File: config.mk
export PLATFORM = sky130hd
export DESIGN_NAME = remote_update_config_ctrl
export DESIGN_NICKNAME = d
export VERILOG_FILES = /design/src/rtl/rucc_pkg.sv /design/src/rtl/crc32_byte_engine.sv /design/src/rtl/remote_update_config_ctrl.sv
export VERILOG_INCLUDE_DIRS = /design/src /design/src/rtl
export SDC_FILE = /design/constraint.sdc
export NUM_CORES = 1
export LEC_CHECK = 0
export ABC_CLOCK_PERIOD_IN_PS = 8350
export BUFFER_PORTS_ARGS = -buffer_cell sky130_fd_sc_hd__buf_2
export CORE_MARGIN = 4
export CORE_UTILIZATION = 60
export CTS_CLUSTER_SIZE = 20
export DETAILED_ROUTE_END_ITERATION = 10
export PLACE_DENSITY = 0.75
export REMOVE_ABC_BUFFERS = 1
export SLEW_MARGIN = 10
export SYNTH_ARGS = -nofsm -noshare
export SYNTH_HDL_FRONTEND = slang
export SYNTH_SLANG_ARGS = --single-unit
File: constraint.sdc
create_clock -name clk -period 8.35 [get_ports clk]
set_clock_uncertainty 0.15 [all_clocks]
set_input_delay 0.835 -clock clk [delete_from_list [all_inputs] [get_ports clk]]
set_output_delay 0.835 -clock clk [all_outputs]
set_load 0.02 [all_outputs]
File: src/rtl/rucc_cfg.svh
// Offsets, encodings, reset values and sizes for the configuration sequencer
`ifndef RUCC_CFG_SVH
`define RUCC_CFG_SVH

// Register byte offsets
`define REG_CTRL        8'h00
`define REG_WDT_LIMIT   8'h04
`define REG_WDT_CLEAR   8'h08
`define REG_STATUS      8'h0c
`define REG_CRC_REF     8'h10
`define REG_WDT_COUNT   8'h14

// Page that always holds the factory image
`define FACTORY_PAGE    3'h0

// Fallback cause codes held in the status register
`define CAUSE_NONE      3'h0
`define CAUSE_LOAD_FAIL 3'h1
`define CAUSE_CRC       3'h2
`define CAUSE_LENGTH    3'h3
`define CAUSE_WDT       3'h4
`define CAUSE_APP_REQ   3'h5

// Reset values
`define CTRL_RESET      6'h00
`define WDT_LIMIT_RESET 24'hffffff

// Image framing: body bytes, then a four-byte reference value MSB first
`define IMG_BODY_BYTES  6'h20
`define IMG_LAST_BYTE   6'h23
`define SCAN_WRAP       6'h20

// Checksum polynomial and seed
`define CRC_POLY        32'h04c11db7
`define CRC_INIT        32'hffffffff

`endif

File: src/rtl/rucc_pkg.sv
// Types shared by the configuration sequencer files
`default_nettype none
package rucc_pkg;

  // Sequencer states
  typedef enum logic [2:0] {
    ST_POR,
    ST_GAP,
    ST_LOAD,
    ST_CHECK,
    ST_INIT,
    ST_USER
  } seq_state_t;

  // Pins from the configuration memory or host, all asynchronous
  typedef struct packed {
    logic       chain_enable_in_n;
    logic       remote_mode;
    logic       cfg_strobe;
    logic       cfg_last;
    logic       cfg_fail;
    logic [7:0] cfg_byte;
  } pin_in_t;

  // Control register layout
  typedef struct packed {
    logic       crc_en;
    logic       trig;
    logic       wdt_en;
    logic [2:0] page;
  } ctrl_t;

  // Status register layout
  typedef struct packed {
    logic       wdt_run;
    logic       remote;
    logic       crc_err;
    logic       app_active;
    logic [2:0] page;
    logic [2:0] cause;
  } status_t;

endpackage
`default_nettype wire

File: src/rtl/crc32_byte_engine.sv
// Byte-wide 32-bit checksum engine
`include "rucc_cfg.svh"
`default_nettype none
module crc32_byte_engine (
  // Clock and reset
  input  wire logic        clk,
  input  wire logic        rst,
  // Control and data
  input  wire logic        clr,
  input  wire logic        en,
  input  wire logic [7:0]  data,
  // Running value
  output logic      [31:0] crc
);

  logic [31:0] crc_r;
  logic [31:0] crc_nxt;

  // One byte per clock, MSB first, no reflection and no final inversion
  function automatic logic [31:0] crc_step(input logic [31:0] c, input logic [7:0] d);
    logic [31:0] v;
    v = c;
    for (int i = 7; i >= 0; i--) begin
      if (v[31] ^ d[i]) begin
        v = {v[30:0], 1'b0} ^ `CRC_POLY;
      end else begin
        v = {v[30:0], 1'b0};
      end
    end
    return v;
  endfunction

  // Clear wins over a byte in the same cycle
  always_comb begin
    crc_nxt = crc_r;
    if (clr) begin
      crc_nxt = `CRC_INIT;
    end else if (en) begin
      crc_nxt = crc_step(crc_r, data);
    end
  end

  // Register
  always_ff @(posedge clk or posedge rst) begin
    if (rst) begin
      crc_r <= `CRC_INIT;
    end else begin
      crc_r <= crc_nxt;
    end
  end

  assign crc = crc_r;

endmodule
`default_nettype wire

File: src/rtl/remote_update_config_ctrl.sv
// Remote/local update configuration sequencer with watchdog and upset check
//
// Functional notes
// - First remote power-up loads the factory image at page zero.
// - Watchdog expiry records its cause in status, then reloads factory image.
// - Watchdog is always off while the factory image is active.
// - Failed application load records its cause, then reloads factory image.
// - Pages one to seven hold applications beside factory page zero.
// - Successful load enters user mode and runs the image.
// - Local mode loads its single image directly, no factory, no selection.
// - Works for serial and parallel sources; async host must offer paging.
// - Devices chain by linking chain enable output to next chain input.
// - User mode checks configuration memory by 32-bit checksum vs bitstream reference.
// - Checksum mismatch raises the configuration error output.
// - User I/O tri-stated until configured; init resets user logic, enables I/O.
`include "rucc_cfg.svh"
`default_nettype none
module remote_update_config_ctrl
  import rucc_pkg::*;
(
  // Clock and reset
  input  wire logic        clk,
  input  wire logic        rst,
  // Register port
  input  wire logic [7:0]  reg_addr,
  input  wire logic [31:0] reg_wdata,
  input  wire logic        reg_wr,
  input  wire logic        reg_rd,
  output logic      [31:0] reg_rdata,
  // Configuration memory or host
  input  wire pin_in_t     cfg_pins,
  output logic             load_req,
  output logic      [2:0]  page_sel,
  // Chain and user side
  output logic             chain_enable_out_n,
  output logic             user_io_oe,
  output logic             user_reset,
  output logic             crc_error,
  // Upset model: flips bit 0 of one stored byte
  input  wire logic        single_event_upset,
  input  wire logic [4:0]  upset_addr
);

  pin_in_t     meta_r;
  pin_in_t     sync_r;
  logic        strobe_d_r;
  logic        strobe_rise;
  seq_state_t  st_r, st_nxt;
  logic [2:0]  page_r, page_nxt;
  logic [2:0]  cause_r, cause_nxt;
  ctrl_t       ctrl_r, ctrl_nxt;
  ctrl_t       ctrl_wr;
  logic [23:0] wdt_limit_r, wdt_limit_nxt;
  logic [23:0] wdt_cnt_r, wdt_cnt_nxt;
  logic        wdt_run_r, wdt_run_nxt;
  logic [5:0]  byte_cnt_r, byte_cnt_nxt;
  logic [31:0] ref_r, ref_nxt;
  logic        remote_r, remote_nxt;
  logic        crc_err_r, crc_err_nxt;
  logic [5:0]  scan_idx_r, scan_idx_nxt;
  logic [31:0] rdata_r, rdata_nxt;
  logic        io_oe_r, chain_n_r, user_rst_r;
  logic [7:0]  img_r [32];
  logic        img_we;
  logic        fail_ev;
  logic [2:0]  fail_code;
  logic        wr_ctrl, wr_limit, wr_clear, wr_status;
  logic        factory, in_user, wdt_exp, scan_wrap;
  logic        crc_clr, crc_en_in;
  logic [7:0]  crc_byte;
  logic [31:0] crc_val;
  status_t     status;

  // Register address match, used for every decode
  function automatic logic hit(input logic [7:0] a, input logic [7:0] off);
    return a == off;
  endfunction

  // Pin synchronisers; edge detect reads only the second stage
  always_ff @(posedge clk or posedge rst) begin
    if (rst) begin
      meta_r     <= '{chain_enable_in_n: 1'b1, default: '0};
      sync_r     <= '{chain_enable_in_n: 1'b1, default: '0};
      strobe_d_r <= 1'b0;
    end else begin
      meta_r     <= cfg_pins;
      sync_r     <= meta_r;
      strobe_d_r <= sync_r.cfg_strobe;
    end
  end

  // Decodes and conditions shared by the next-state logic
  assign strobe_rise = sync_r.cfg_strobe && !strobe_d_r;
  assign wr_ctrl     = reg_wr && hit(reg_addr, `REG_CTRL);
  assign wr_limit    = reg_wr && hit(reg_addr, `REG_WDT_LIMIT);
  assign wr_clear    = reg_wr && hit(reg_addr, `REG_WDT_CLEAR);
  assign wr_status   = reg_wr && hit(reg_addr, `REG_STATUS);
  assign ctrl_wr     = ctrl_t'(reg_wdata[5:0]);
  assign in_user     = st_r == ST_USER;
  assign factory     = remote_r && page_r == `FACTORY_PAGE;
  assign wdt_exp     = in_user && wdt_run_r && wdt_cnt_r >= wdt_limit_r;
  assign scan_wrap   = in_user && ctrl_r.crc_en && scan_idx_r == `SCAN_WRAP;
  assign img_we      = st_r == ST_LOAD && strobe_rise && byte_cnt_r < `IMG_BODY_BYTES;

  // Checksum source: incoming body bytes while loading, stored bytes in user mode
  assign crc_clr   = st_r == ST_GAP || st_r == ST_INIT || (in_user && !ctrl_r.crc_en) ||
                     scan_wrap;
  assign crc_en_in = img_we || (in_user && ctrl_r.crc_en && scan_idx_r < `SCAN_WRAP);
  assign crc_byte  = in_user ? img_r[scan_idx_r[4:0]] : sync_r.cfg_byte;

  crc32_byte_engine u_crc (
    .clk  (clk),
    .rst  (rst),
    .clr  (crc_clr),
    .en   (crc_en_in),
    .data (crc_byte),
    .crc  (crc_val)
  );

  // Loaded configuration bytes; an upset flips one bit while running
  always_ff @(posedge clk) begin
    if (img_we) begin
      img_r[byte_cnt_r[4:0]] <= sync_r.cfg_byte;
    end else if (single_event_upset && in_user) begin
      img_r[upset_addr] <= img_r[upset_addr] ^ 8'h01;
    end
  end

  // Sequencer, watchdog, status and register next values
  always_comb begin
    st_nxt        = st_r;
    page_nxt      = page_r;
    cause_nxt     = cause_r;
    ctrl_nxt      = ctrl_r;
    wdt_limit_nxt = wdt_limit_r;
    wdt_run_nxt   = wdt_run_r;
    byte_cnt_nxt  = byte_cnt_r;
    ref_nxt       = ref_r;
    remote_nxt    = remote_r;
    crc_err_nxt   = crc_err_r;
    scan_idx_nxt  = 6'h00;
    fail_ev       = 1'b0;
    fail_code     = `CAUSE_NONE;
    // Software clear of the cause; a fallback in the same cycle overrides it
    if (wr_status) begin
      cause_nxt = `CAUSE_NONE;
    end
    // Only the factory image steers page and watchdog choices
    if (wr_ctrl) begin
      ctrl_nxt.crc_en = ctrl_wr.crc_en;
      if (in_user && factory) begin
        ctrl_nxt.page   = ctrl_wr.page;
        ctrl_nxt.wdt_en = ctrl_wr.wdt_en;
      end
    end
    if (wr_limit && in_user && factory) begin
      wdt_limit_nxt = reg_wdata[23:0];
    end
    case (st_r)
      ST_POR: begin
        // Wait for the previous device in the chain to finish
        if (!sync_r.chain_enable_in_n) begin
          remote_nxt = sync_r.remote_mode;
          page_nxt   = `FACTORY_PAGE;
          st_nxt     = ST_GAP;
        end
      end
      ST_GAP: begin
        // Watchdog armed only for an application page in remote mode
        byte_cnt_nxt = 6'h00;
        crc_err_nxt  = 1'b0;
        wdt_run_nxt  = remote_r && ctrl_r.wdt_en && page_r != `FACTORY_PAGE;
        st_nxt       = ST_LOAD;
      end
      ST_LOAD: begin
        // Same byte strobe serves a paged memory or an async parallel host
        if (sync_r.cfg_fail) begin
          fail_ev   = 1'b1;
          fail_code = `CAUSE_LOAD_FAIL;
        end else if (strobe_rise) begin
          byte_cnt_nxt = byte_cnt_r + 6'h01;
          if (byte_cnt_r >= `IMG_BODY_BYTES) begin
            ref_nxt = {ref_r[23:0], sync_r.cfg_byte};
          end
          if (sync_r.cfg_last != (byte_cnt_r == `IMG_LAST_BYTE)) begin
            fail_ev   = 1'b1;
            fail_code = `CAUSE_LENGTH;
          end else if (sync_r.cfg_last) begin
            st_nxt = ST_CHECK;
          end
        end
      end
      ST_CHECK: begin
        if (crc_val == ref_r) begin
          st_nxt = ST_INIT;
        end else begin
          fail_ev   = 1'b1;
          fail_code = `CAUSE_CRC;
        end
      end
      ST_INIT: begin
        st_nxt = ST_USER;
      end
      ST_USER: begin
        if (wdt_exp) begin
          fail_ev   = 1'b1;
          fail_code = `CAUSE_WDT;
        end else if (wr_ctrl && ctrl_wr.trig) begin
          st_nxt = ST_GAP;
          if (factory) begin
            page_nxt = ctrl_wr.page;
          end else if (remote_r) begin
            page_nxt  = `FACTORY_PAGE;
            cause_nxt = `CAUSE_APP_REQ;
          end
        end
        // Background scan of the stored image
        if (ctrl_r.crc_en && !scan_wrap) begin
          scan_idx_nxt = scan_idx_r + 6'h01;
        end
        if (scan_wrap && crc_val != ref_r) begin
          crc_err_nxt = 1'b1;
        end
      end
      default: begin
        st_nxt = ST_POR;
      end
    endcase
    // Every failure falls back to the factory page with a distinct cause
    if (fail_ev) begin
      cause_nxt = fail_code;
      page_nxt  = `FACTORY_PAGE;
      st_nxt    = ST_GAP;
    end
  end

  // Watchdog counter, cleared by software; runs only in application user mode
  always_comb begin
    wdt_cnt_nxt = 24'h000000;
    if (in_user && wdt_run_r && !wr_clear) begin
      wdt_cnt_nxt = wdt_cnt_r + 24'h000001;
    end
  end

  // Status view and read data, valid only in the cycle after the strobe
  assign status = '{wdt_run: wdt_run_r, remote: remote_r, crc_err: crc_err_r,
                    app_active: in_user && page_r != `FACTORY_PAGE,
                    page: page_r, cause: cause_r};
  always_comb begin
    rdata_nxt = 32'h00000000;
    if (reg_rd) begin
      if (hit(reg_addr, `REG_CTRL)) begin
        rdata_nxt = {26'h0, ctrl_r};
      end else if (hit(reg_addr, `REG_WDT_LIMIT)) begin
        rdata_nxt = {8'h00, wdt_limit_r};
      end else if (hit(reg_addr, `REG_STATUS)) begin
        rdata_nxt = {22'h0, status};
      end else if (hit(reg_addr, `REG_CRC_REF)) begin
        rdata_nxt = ref_r;
      end else if (hit(reg_addr, `REG_WDT_COUNT)) begin
        rdata_nxt = {8'h00, wdt_cnt_r};
      end
    end
  end

  // State registers
  always_ff @(posedge clk or posedge rst) begin
    if (rst) begin
      st_r        <= ST_POR;
      page_r      <= `FACTORY_PAGE;
      cause_r     <= `CAUSE_NONE;
      ctrl_r      <= ctrl_t'(`CTRL_RESET);
      wdt_limit_r <= `WDT_LIMIT_RESET;
      wdt_cnt_r   <= 24'h000000;
      wdt_run_r   <= 1'b0;
      byte_cnt_r  <= 6'h00;
      ref_r       <= 32'h00000000;
      remote_r    <= 1'b0;
      crc_err_r   <= 1'b0;
      scan_idx_r  <= 6'h00;
      rdata_r     <= 32'h00000000;
      io_oe_r     <= 1'b0;
      chain_n_r   <= 1'b1;
      user_rst_r  <= 1'b0;
    end else begin
      st_r        <= st_nxt;
      page_r      <= page_nxt;
      cause_r     <= cause_nxt;
      ctrl_r      <= ctrl_nxt;
      wdt_limit_r <= wdt_limit_nxt;
      wdt_cnt_r   <= wdt_cnt_nxt;
      wdt_run_r   <= wdt_run_nxt;
      byte_cnt_r  <= byte_cnt_nxt;
      ref_r       <= ref_nxt;
      remote_r    <= remote_nxt;
      crc_err_r   <= crc_err_nxt;
      scan_idx_r  <= scan_idx_nxt;
      rdata_r     <= rdata_nxt;
      io_oe_r     <= st_nxt == ST_USER;
      chain_n_r   <= st_nxt != ST_USER;
      user_rst_r  <= st_nxt == ST_INIT;
    end
  end

  // Outputs
  assign load_req           = st_r == ST_LOAD;
  assign page_sel           = page_r;
  assign reg_rdata          = rdata_r;
  assign user_io_oe         = io_oe_r;
  assign chain_enable_out_n = chain_n_r;
  assign user_reset         = user_rst_r;
  assign crc_error          = crc_err_r;

  // Assertions
  property p_first_factory;
    @(posedge clk) disable iff (rst)
      (st_r == ST_POR && st_nxt == ST_GAP) |=> page_sel == 3'h0 ##1 load_req;
  endproperty
  a_first_factory: assert property (p_first_factory) else $error("first load not page 0");

  property p_wdt_off_factory;
    @(posedge clk) disable iff (rst) (in_user && page_r == 3'h0) |-> !wdt_run_r;
  endproperty
  a_wdt_off_factory: assert property (p_wdt_off_factory) else $error("watchdog on in factory");

  property p_wdt_fallback;
    @(posedge clk) disable iff (rst)
      wdt_exp |=> (st_r == ST_GAP && page_sel == 3'h0 && cause_r == 3'h4) ##1 load_req;
  endproperty
  a_wdt_fallback: assert property (p_wdt_fallback) else $error("no watchdog fallback");

  property p_load_fail;
    @(posedge clk) disable iff (rst)
      (st_r == ST_LOAD && sync_r.cfg_fail) |=> st_r == ST_GAP && cause_r == 3'h1 && page_sel == 3'h0;
  endproperty
  a_load_fail: assert property (p_load_fail) else $error("load failure not handled");

  property p_check_fail;
    @(posedge clk) disable iff (rst)
      (st_r == ST_CHECK && crc_val != ref_r) |=> cause_r == 3'h2 && !user_io_oe;
  endproperty
  a_check_fail: assert property (p_check_fail) else $error("bad image accepted");

  property p_init_user;
    @(posedge clk) disable iff (rst)
      st_r == ST_INIT |-> user_reset ##1 (in_user && user_io_oe && !chain_enable_out_n);
  endproperty
  a_init_user: assert property (p_init_user) else $error("init did not enter user mode");

  property p_io_tristate;
    @(posedge clk) disable iff (rst) (st_r != ST_USER) |-> !user_io_oe && chain_enable_out_n;
  endproperty
  a_io_tristate: assert property (p_io_tristate) else $error("I/O enabled before user mode");

  property p_chain_wait;
    @(posedge clk) disable iff (rst)
      (st_r == ST_POR && sync_r.chain_enable_in_n) |=> st_r == ST_POR && !load_req;
  endproperty
  a_chain_wait: assert property (p_chain_wait) else $error("started without chain enable");

  property p_crc_flag;
    @(posedge clk) disable iff (rst) (scan_wrap && crc_val != ref_r) |=> crc_error;
  endproperty
  a_crc_flag: assert property (p_crc_flag) else $error("mismatch not flagged");

  property p_local_direct;
    @(posedge clk) disable iff (rst) (load_req && !remote_r) |-> page_sel == 3'h0 && !wdt_run_r;
  endproperty
  a_local_direct: assert property (p_local_direct) else $error("local mode selected a page");

  c_wdt_fallback: cover property (@(posedge clk) disable iff (rst) wdt_exp);
  c_app_user: cover property (@(posedge clk) disable iff (rst) status.app_active);
  c_crc_error: cover property (@(posedge clk) disable iff (rst) $rose(crc_error));

endmodule
`default_nettype wire

==> metrics.md, run 1 <==
| Metric | Value |
|---|---|
| Pre-CTS WS | roughly 3600 ps |
| Vias per cell | between 6 and 7 |
| Tcrit/Tclk final | 57.1% |
| Hold_ws | about 190 ps |
| DRC | 0 |
| Vias | 13600 |
| Routed Antenna Nets | 0 |
| Clock root buffer | clkbuf_16 |
| Die Height | 201 µm |
| Avg Inst Size Synth | about 15 µm² |
| Final Routed Wirelength | 53600 µm |
| Largest cells by area after synthesis | edfxtp_1 34%, dfrtp_1 16%, mux4_2 11%, dfstp_2 6.9%, mux2i_1 3.6% |
| Rel. slew slack | 13.9% |
| Worst-Margin Slew | 1290 ps |
| Hold path depth | 1 |
| Prevailing post-synth register cell | edfxtp_1 |
| PwrDens | 233 nW/µm² |
| Clock transition at path regs | 70 ps |
| Htree depth | 2 |
| Clock Power Share | about 36% |
| IR drop worst, VDD | 0.000196 V |
| Yosys reg bits | 459 |
| Worst hold path class | in2reg |
| Clock sinks | 459 |
| Post-cts hold buffer count | 0 |
| Unrepaired setup endpoints after global routing | no |
| Rows | 70 |
| Critical Path Start | scan_idx_r[0] |
| Fmax | between 200 and 250 MHz |
| Hold_sp | cfg_pins[12] |
| Initial antenna violation count | 1 |
| Switching part of the total power | 27.0% |
| Wire length per cell | roughly 25 µm |
| Synth unique cells | 73 |
| Cell internal pwr | 4.22 mW |
| Leakage | between 9 and 10 nW |
| Clk_lat worst skew | about 600 ps |
| Max Root-Sink Buffers | 3 |
| CTS buffer count | 47 |
| Post-CTS setup buffer count | 0 |
| Post-DP Area | 23200 µm² |
| WP data required | 8690 ps |
| Final Critical Period | about 4800 ps |
| Number of global-route vias before repair | between 10000 and 15000 |
| Psw | approximately 1.6 mW |
| Initial Utilization | 61.1% |
| Post-Synthesis Cells | 1528 |
| Worst Hold Path EP | meta_r[12] |
| Area Overhead vs Synth | 10.2% |
| # Max-Cap Violations | 0 |
| Core region area | 36800 µm² |
| Dpl hpwl | approximately 35000 µm |
| GRT Util Overall | 26.5% |
| Die W | 201 µm |
| Most frequent cell after synthesis | edfxtp_1 |
| First-pass GRT wire length | 82200 µm |
| Post-synth top area cell | edfxtp_1 |
| Reg2Reg Depth | 10 |
| CTS tree | done |
| Share of flip-flops with an asynchronous set or reset | 44.2% |
| Setup TNS | 0 ps |
| Final Hold Viols | 0 |
| CP max FO | 54 |
| Largest net degree at the start of global routing | 128 |
| IO Pins | 103 |
| Cell Area, Synth | 22500 µm² |
| Slew Viols, Final | 0 |
| CP arrival | roughly 5100 ps |
| Finished layout cell area | 24800 µm² |
| Final worst setup slack | 3580 ps |
| Post-CTS resize count | 0 |
| Setup Crit Path Kind | reg2reg |
| EDFF count, synth | 256 |
| Iter 0 DRT Violations | 1119 |
| R2R Path Start | scan_idx_r[0] |
| Status | completed |
| Synth warnings | 0 |
| # nets final | about 1700 |
| Critical Path Sink Type | register |
| Final core occ | 67.3% |
| First drt pass iteration count | 5 |
| Share of the synthesized area in the top cell type | 34.2% |
| Layout cell share with drive strength beyond 1 | between 20% and 30% |
| # port buffers | 94 |
| Worst R2R Setup Slack | around 3600 ps |
| Logic pwr share | 17.7% |
| Register area share after synthesis | 57.2% |
| Crit path launch type | register |
| Final estimated routing congestion in global placement | between 0.8 and 0.9 |
| Die Area | 40600 µm² |
| Gr ovfl total | 0 |
| Setup Viol. Count Final | 0 |
| R2r endpoint | u_crc.crc[8] |
| Commonest cells in the synthesized netlist | 256 x edfxtp_1, 150 x nor2_1, 144 x dfrtp_1 |
| Flop pwr share | around 46% |
==> cell type report <==
class	instances	area [µm²]
clock buffer	72	1400
tap	468	586
timing repair buffer	110	593
clock inverter	15	143
antenna	1	2.50
sequential	459	12800
multi-input combinational	958	9040
fill	2550	12000
inverter	37	146
==> cells by family (layout without fill, tap and decap cells) <==
| family | after synthesis | after routing | synth area share [%] |
|---|---|---|---|
| XOR/XNOR | 127 | 127 | 6.08 |
| adder cells (fa/ha/maj) | 29 | 29 | 1.62 |
| flip-flops | 459 | 459 | 57.2 |
| AND/OR/NAND/NOR | 343 | 343 | 6.96 |
| other | 0 | 1 | 0 |
| multiplexers | 271 | 271 | 19.6 |
| AO/OA/AOI/OAI | 188 | 188 | 5.76 |
| buffers and inverters | 111 | 234 | 2.78 |
==> cell usage in the layout (no fill, tap or decap), types with 20 or more instances in the layout <==
| cell | Yosys | final |
|---|---|---|
| mux4_2 | 111 | 111 |
| ha_1 | 29 | 29 |
| xnor2_1 | 40 | 40 |
| dfstp_2 | 59 | 59 |
| clkbuf_16 | 0 | 49 |
| mux2_2 | 65 | 65 |
| a21oi_1 | 56 | 56 |
| dfrtp_1 | 144 | 143 |
| o221ai_1 | 20 | 20 |
| xor2_1 | 69 | 69 |
| buf_2 | 7 | 93 |
| edfxtp_1 | 256 | 256 |
| inv_1 | 35 | 34 |
| nand2_1 | 77 | 77 |
| nor2_1 | 150 | 150 |
| mux2i_1 | 80 | 80 |
| nand3_1 | 22 | 22 |
==> worst max path at each step <==
| stage | endpoint | cells after the start | slack [ps] |
|---|---|---|---|
| 2_1_floorplan | byte_cnt_r[0] | 1 | 1920 |
| 3_3_place_gp | u_crc.crc[13] | 10 | 3600 |
| 3_5_place_dp | u_crc.crc[28] | 9 | 3550 |
| 4_1_cts | u_crc.crc[28] | 9 | 3520 |
| 5_1_grt | u_crc.crc[7] | 11 | 3300 |
| 6_report | u_crc.crc[8] | 10 | 3580 |
==> state kept, by name (all words and copies together) (netlist names) <==
signal / count
scan_idx_r: 6
wdt_cnt_r: 24
cause_r: 3
wdt_limit_r: 24
ctrl_r: 5
meta_r: 13
crc_error: 1
byte_cnt_r: 6
sync_r: 13
ref_r: 32
user_io_oe: 1
img_r: 256
remote_r: 1
page_sel: 3
u_crc.crc: 32
user_reset: 1
strobe_d_r: 1
st_r: 3
reg_rdata: 32
wdt_run_r: 1
chain_enable_out_n: 1
==> metal layers <==
metal / vias to the layer above / GRT usage, % / part of all wire, %
met5: - / 0 / 0
met4: 0 / 10.1 / 4.1
li1: 5974 / - / -
met2: 565 / 44.2 / 50
met1: 6899 / 34.6 / 38
met3: 128 / 5.53 / 7.6
==> power by group through the flow <==
stage,clock (mW),combinational [mW],sequential (mW)
global route,2.22,1.12,2.67
global placement,0,1.00,2.70
finish,2.09,1.03,2.66
detailed placement,0,1.03,2.70
CTS,2.11,1.03,2.66
floorplan,0,0.816,2.66
==> critical path, cell delays in order (launching register included) <==
cell and delay, ps:
dfrtp_4 1070, buf_4 690, mux4_2 600, o32ai_1 330, mux2i_1 160, a31oi_2 480, xnor2_4 250, xor2_1 280
xor2_1 330, xnor2_1 170, a21oi_1 90
==> through the flow <==
| stage | power (mW) | instances |
|---|---|---|
| after CTS | 5.81 | 2119 |
| after floorplan | 3.48 | 1454 |
| after detailed placement | 3.73 | 2032 |
| final | 5.78 | 2120 |
| after global routing | 6.01 | 2120 |
| after global placement | 3.70 | 2032 |
Note: power is estimated with default switching activity, not from simulation.
==> inputs of run 2 (changes only) <==
--- a/config.mk
+++ b/config.mk
@@ -6,7 +6,7 @@
 export SDC_FILE = /design/constraint.sdc
 export NUM_CORES = 1
 export LEC_CHECK = 0
-export ABC_CLOCK_PERIOD_IN_PS = 8350
+export ABC_CLOCK_PERIOD_IN_PS = 4600
 export BUFFER_PORTS_ARGS = -buffer_cell sky130_fd_sc_hd__buf_2
 export CORE_MARGIN = 4
 export CORE_UTILIZATION = 60
==> constraint.sdc (replaced) <==
create_clock -name clk -period 4.6 [get_ports clk]
set_clock_uncertainty 0.15 [all_clocks]
set_input_delay 0.46 -clock clk [delete_from_list [all_inputs] [get_ports clk]]
set_output_delay 0.46 -clock clk [all_outputs]
set_load 0.02 [all_outputs]
==> run 2 against run 1 <==
Against the previous run:
- flip-flop and latch count unchanged
- clock-buffer cell count decreased by 10
- critical endpoint is now u_crc.crc[5]
- worst setup slack worse by 2900 ps
- via count is 2.9% higher
- final cell count is 2.9% higher
- the flow now finishes with violations (hold timing)
- sequential share of layout area down 1.5 points
- wire length up 5.3%
==> metrics.md, run 2 (synthesis gave the netlist of run 1 again) <==
| Metric | Value |
|---|---|
| Final estimated routing congestion in global placement | 0.896 (+1.0%) |
| Clk_lat worst skew | 590 ps (about the same) |
| CP peak stage delay | 620 ps (-450 ps) |
| Crit-path cells | buf_4 -> mux4_1 -> nor2b_1 -> a211oi_1 -> a21oi_1 -> mux2i_1 -> o21ai_2 -> xor2_4 -> xor2_4 -> xor2_2 -> xnor2_1 -> a21oi_1 |
| Final worst setup slack | 643 ps (-2940 ps) |
| Logic pwr share | 17.9% (+0.2 points) |
| Core region area | 36800 µm² (unchanged) |
| Number of flip-flops in the largest register | 256 (unchanged) |
| Die Area | 40600 µm² (unchanged) |
| Final Critical Period | 3960 ps (-808 ps) |
| IR drop worst, VDD | 0.000343 V (+75%) |
| Switching part of the total power | 27.1% (+0.086 points) |
| GRT Util Overall | 27.9% (+1.4 points) |
| Clock transition at path regs | 60 ps (about the same) |
| Routed Antenna Nets | 0 (unchanged) |
| Rows | 70 (unchanged) |
| Iter 0 DRT Violations | 1296 (+16%) |
| Htree depth | 2 (unchanged) |
| CP arrival | 4320 ps (-790 ps) |
| Max Root-Sink Buffers | 3 (unchanged) |
| Fmax | 253 MHz (+20%) |
| Clock sinks | 459 (unchanged) |
| Setup Crit Path Kind | reg2reg |
| DRC | 0 (unchanged) |
| Design Power | 10.8 mW (+88%) |
| Die Height | 201 µm (unchanged) |
| WP data required | 4960 ps (-3730 ps) |
| Critical Path Sink Type | register |
| Unrepaired setup endpoints after global routing | no |
| Setup Viol. Count Final | 0 (unchanged) |
| First-pass GRT wire length | 86700 µm (+5.5%) |
| Flop pwr share | 44.7% (-1.4 points) |
| # nets final | 1764 (+3.5%) |
| Wire length per cell | 25.9 µm (+2.4%) |
| Most common cell after layout, fill and taps aside | edfxtp_1 |
| Clock Power Share | 37.5% (+1.3 points) |
| Status | complete, but fails checks |
| Hold_ws | -28.9 ps (-222 ps) |
| Rel. slew slack | 21.2% (+7.3 points) |
| Die W | 201 µm (unchanged) |
| Initial Utilization | 61.1% (unchanged) |
| Number of global-route vias before repair | 14400 (+4.8%) |
| Dpl hpwl | 37300 µm (+5.9%) |
| Cell internal pwr | 7.90 mW (+87%) |
| Pre-CTS WS | 691 ps (-2860 ps) |
| Reg2Reg Depth | 12 (+2) |
| CP max FO | 17 (-69%) |
| CTS tree | done |
| Slowest cell on the critical path | dfrtp_4 |
| Setup TNS | 0 ps (unchanged) |
| First drt pass iteration count | 5 (unchanged) |
| Gr ovfl total | 0 (unchanged) |
| Area of the multi-input gates | 9060 µm² (+0.17%) |
| Sequential cell area | 12800 µm² (unchanged) |
| Leakage | 9.41 nW (+3.6%) |
| Vias per cell | 6.40 (about the same) |
| PwrDens | 426 nW/µm² (+82%) |
| IO Pins | 103 (unchanged) |
| Most frequent cells in the layout | 256 x edfxtp_1, 150 x nor2_1, 143 x dfrtp_1 |
| Largest net degree at the start of global routing | 153 (+20%) |
| Crit path launch type | register |
| Worst-Margin Slew | 1180 ps (-109 ps) |
| Largest Register | img_r |
| Failing checks | hold timing |
| Area Overhead vs Synth | 13.4% |
| Final Routed Wirelength | 56500 µm (+5.3%) |
| Tcrit/Tclk final | 86.0% (+29 points) |
| Initial antenna violation count | 1 (unchanged) |
| Layout cell share with drive strength beyond 1 | 28.2% (+0.35 points) |
| Slew Viols, Final | 0 (unchanged) |
| # port buffers | 94 (unchanged) |
| # Max-Cap Violations | 0 (unchanged) |
| CTS buffer count | 48 (+2.1%) |
| Fill cells | 2446 (-4.1%) |
| Psw | 2.94 mW (+88%) |
| Post-CTS setup buffer count | 0 (unchanged) |
| Worst hold path class | in2async |
| Final Hold Viols | 10 (+10) |
| Vias | 14000 (+2.9%) |
| Clock root buffer | clkbuf_16 |
run 2: changes by cell type in the layout (fill, tap and decap cells not counted), moves of 2 or more:
cell	before	now
clkinv_4	0	2
buf_12	0	4
clkbuf_16	49	51
dlygate4sd3_1	0	38
bufinv_16	2	6
clkinv_1	2	10
clkinvlp_4	1	4
clkinv_2	8	6
buf_4	17	33
clkbuf_1	14	6
o21ai_4	2	4
clkbuf_8	9	5
o21ai_2	8	6
run 2: metrics by stage:
stage                     hold WS [ps]  instances  utilization (%)  instance area [µm²]
after CTS                         5.25       2180             69.2                25500
after detailed placement           185       2052             63.6                23400
after global placement             184       2052             63.6                23400
after floorplan                    181       1454                -                22000
after global routing              40.3       2181             69.3                25500
final                            -28.9       2181             69.3                25500
run 2: routing by layer:
| layer | global-route usage, % | vias to the layer above | wire length, µm |
|---|---|---|---|
| li1 | - | 6090 | - |
| met2 | 46.0 | 689 | 27900 |
| met4 | 12.5 | 0 | 2510 |
| met1 | 36.2 | 7030 | 21300 |
| met5 | 0 | - | 0 |
| met3 | 5.87 | 145 | 4750 |
run 2: area by class of cell:
type                            count  area share [%]
Inverter                           37           0.574
Clock inverter                     28            1.21
Multi-Input combinational cell    958            35.5
Timing Repair Buffer              168            4.61
Sequential cell                   459            50.4
Clock buffer                       62            5.37
Antenna cell                        1         0.00982
Tap cell                          468            2.30
run 2: worst paths after layout:
path | start | endpoint | slack (ps)
setup / recovery | scan_idx_r[0] | u_crc.crc[5] | 640
hold / removal | rst | meta_r[2] | -30
setup reg to reg | scan_idx_r[0] | u_crc.crc[5] | 640
hold reg to reg | meta_r[7] | sync_r[7] | 200
max in group asynchronous | rst | meta_r[12] | 3270
min in group clk | reg_wr | ctrl_r[5] | 90
run 2: repair_timing:
item | 4_1_cts | 5_1_grt
endpoints found under the hold margin | 46 | 0
resized for setup | 0 | 0
hold buffers | 38 | 0
run 2: worst max-delay path, delay by kind of cell, from the launching register on:
family	cells	cell delay (ps)
XOR/XNOR	4	1090
multiplexers	2	940
AO/OA/AOI/OAI	4	670
flip-flops	1	620
buffers and inverters	1	270
AND/OR/NAND/NOR	1	140
run 2: power by group through the flow:
stage	logic (mW)	registers, mW	clock network (mW)
2_1_floorplan	1.48	4.83	0
3_3_place_gp	1.85	4.91	0
4_1_cts	1.93	4.84	4.12
6_report	1.94	4.84	4.07
3_5_place_dp	1.89	4.92	0
5_1_grt	2.10	4.86	4.31
==> inputs of run 3 (changes only) <==
--- a/config.mk
+++ b/config.mk
@@ -13,6 +13,7 @@
 export CTS_CLUSTER_SIZE = 20
 export DETAILED_ROUTE_END_ITERATION = 10
 export PLACE_DENSITY = 0.75
+export RECOVER_POWER = 100
 export REMOVE_ABC_BUFFERS = 1
 export SLEW_MARGIN = 10
 export SYNTH_ARGS = -nofsm -noshare
==> run 3 against run 2 <==
Against the previous run:
- the flow finishes with violations (capacitance limit, slew limit)
- worst setup slack worse by 190 ps
- final cell count did not move
- die area unchanged
- sequential share of layout area rose by 0.34 points
- wire length rose by 0.19%
- critical endpoint is now u_crc.crc[28]
- largest power group unchanged
- highest routed layer unchanged
==> metrics.md, run 3 (synthesis gave the netlist of run 1 again) <==
| Metric | Value |
|---|---|
| Status | complete, but fails checks |
| Failing checks | capacitance limit, slew limit |
| Most frequent cells in the layout | 256 x edfxtp_1, 150 x nor2_1, 143 x dfrtp_1 |
| Most common cell after layout, fill and taps aside | edfxtp_1 |
| Largest net degree at the start of global routing | 153 (unchanged) |
| CP arrival | 4520 ps (+200 ps) |
| GR Util met2 | 46.0% (unchanged) |
| CP peak stage delay | 820 ps (+200 ps) |
| Global routing met3 resource utilization | 5.87% (unchanged) |
| Clock sinks | 459 (unchanged) |
| Number of global-route vias before repair | 14400 (unchanged) |
| GRT Util Overall | 27.9% (unchanged) |
| Iter 0 DRT Violations | 1258 (-2.9%) |
| Layout cell share with drive strength beyond 1 | 24.8% (-3.4 points) |
| # port buffers | 94 (unchanged) |
| Largest Register | img_r |
| Switching part of the total power | 27.1% (-0.056 points) |
| # nets final | 1764 (unchanged) |
| Max Root-Sink Buffers | 3 (unchanged) |
| Leakage | 9.16 nW (-2.6%) |
| CP dominant cell by count | xor2_1 |
| Die Area | 40600 µm² (unchanged) |
| CTS buffer count | 48 (unchanged) |
| GRT busiest layer | met2 |
| First drt pass iteration count | 5 (unchanged) |
| Clock Power Share | 37.5% (about the same) |
| Vias | 14000 (+0.014%) |
| WP data required | 4970 ps (about the same) |
| Final worst setup slack | 454 ps (-189 ps) |
| R2r endpoint | u_crc.crc[28] |
| Final estimated routing congestion in global placement | 0.896 (unchanged) |
| DRC | 0 (unchanged) |
| Core region area | 36800 µm² (unchanged) |
| Worst R2R Setup Slack | 450 ps (-190 ps) |
| Crit-path cells | buf_4 -> mux4_1 -> mux4_2 -> nand2b_1 -> a31oi_1 -> xor2_1 -> xor2_1 -> xnor3_1 -> a21oi_1 |
| Post-CTS resize count | 0 (unchanged) |
| Psw | 2.93 mW (-0.41%) |
| Final Routed Wirelength | 56600 µm (+0.19%) |
| First-pass GRT wire length | 86700 µm (unchanged) |
| # Max-Cap Violations | 3 (+3) |
| Die W | 201 µm (unchanged) |
| Initial Utilization | 61.1% (unchanged) |
| Setup Viol. Count Final | 0 (unchanged) |
| Reg2Reg Depth | 9 (-3) |
| Clk_lat worst skew | 600 ps (about the same) |
| Worst Path Buf+Inv | 1 (unchanged) |
| CP max FO | 17 (unchanged) |
| Area of the multi-input gates | 9000 µm² (-0.65%) |
| Family with the most delay on the worst path | XOR/XNOR gates |
| Flop pwr share | 44.7% (about the same) |
| Routed Antenna Nets | 0 (unchanged) |
| Initial antenna violation count | 1 (unchanged) |
| Tcrit/Tclk final | 90.1% (+4.1 points) |
| Slew Viols, Final | 215 (+215) |
| Gr ovfl total | 0 (unchanged) |
| Area Overhead vs Synth | 12.7% |
| Final Hold Viols | 0 (-10) |
| Fmax | 241 MHz (-4.6%) |
| Worst hold path class | in2reg |
| Die Height | 201 µm (unchanged) |
| Clock root buffer | clkbuf_16 |
| Crit path launch type | register |
| Routing usage on met1 | 36.2% (unchanged) |
| Sequential cell area | 12800 µm² (unchanged) |
| Fill cells | 2493 (+1.9%) |
| Hold_sp | reg_wr |
| Slowest cell on the critical path | xor2_1 |
| Final Critical Period | 4150 ps (+189 ps) |
| PwrDens | 428 nW/µm² (+0.48%) |
| Worst-Margin Slew | 3130 ps (+1950 ps) |
| Hold path depth | 3 |
| IO Pins | 103 (unchanged) |
| Cell internal pwr | 7.89 mW (-0.13%) |
| Final core occ | 68.8% (-0.47 points) |
| Logic pwr share | 17.7% (-0.2 points) |
| Htree depth | 2 (unchanged) |
| Pre-CTS WS | 691 ps (unchanged) |
| Vias per cell | 6.40 (about the same) |
| Worst Hold Path EP | ctrl_r[5] |
| Number of flip-flops in the largest register | 256 (unchanged) |
| IR drop worst, VDD | 0.000339 V (-1.2%) |
| Rows | 70 (unchanged) |
| Dpl hpwl | 37300 µm (unchanged) |
| Wire length per cell | 25.9 µm (+0.19%) |
| Unrepaired setup endpoints after global routing | no |
| CTS tree | done |
| Clock transition at path regs | 60 ps (about the same) |
| Rel. slew slack | -108% (-130 points) |
| Setup Crit Path Kind | reg2reg |
| Hold_ws | 83.2 ps (+112 ps) |
| R2R Path Start | scan_idx_r[0] |
| Critical Path Sink Type | register |
| Design Power | 10.8 mW (-0.20%) |
==> run 3: routing by layer <==
layer | up-vias | share of wire [%]
met4 | 0 | 4.5
met1 | 7048 | 38
li1 | 6104 | -
met5 | - | 0
met2 | 649 | 49
met3 | 155 | 7.9
==> run 3: layout make-up <==
| cell class | instances | share of cell area (%) |
|---|---|---|
| antenna | 1 | 0.00989 |
| clock buffer | 62 | 5.40 |
| clock inverter | 28 | 1.22 |
| inverter | 37 | 0.564 |
| multi-input combinational | 958 | 35.5 |
| sequential | 459 | 50.7 |
| tap | 468 | 2.31 |
| timing repair buffer | 168 | 4.20 |
==> run 3: repair_timing <==
| item | 4_1_cts | 5_1_grt |
|---|---|---|
| hold buffers | 38 | 0 |
| setup buffers | 0 | 0 |
| hold endpoints to repair | 46 | 0 |
==> run 3: per-stage QoR <==
step | setup TNS [ps] | instances | instance area [µm²]
6_report | 0 | 2181 | 25300
3_5_place_dp | 0 | 2052 | 23400
5_1_grt | 0 | 2181 | 25300
2_1_floorplan | -236470 | 1454 | 22000
3_3_place_gp | 0 | 2052 | 23400
4_1_cts | 0 | 2180 | 25500
==> run 3: worst reg2reg max path: cells and delay by family (launching register included) <==
family          cells  cell delay, ps
xor+xnor            3            1490
simple gates        1             100
compound gates      2             270
buf+inv             1             320
flops               1             620
mux                 2            1130
==> run 3: power groups by stage <==
stage                     combinational [mW]  clock (mW)  sequential (mW)
after floorplan                         1.48           0             4.83
after global routing                    2.08        4.31             4.86
after detailed placement                1.89           0             4.92
final                                   1.92        4.06             4.84
after global placement                  1.85           0             4.91
after CTS                               1.93        4.12             4.84
==> run 3: how the worst max path moves through the flow <==
stage / startpoint / to / cells past startpoint
2_1_floorplan: rst / byte_cnt_r[0] / 1
3_3_place_gp: scan_idx_r[0] / u_crc.crc[5] / 12
3_5_place_dp: scan_idx_r[0] / u_crc.crc[28] / 9
4_1_cts: scan_idx_r[0] / u_crc.crc[28] / 9
5_1_grt: scan_idx_r[0] / u_crc.crc[6] / 12
6_report: scan_idx_r[0] / u_crc.crc[28] / 9
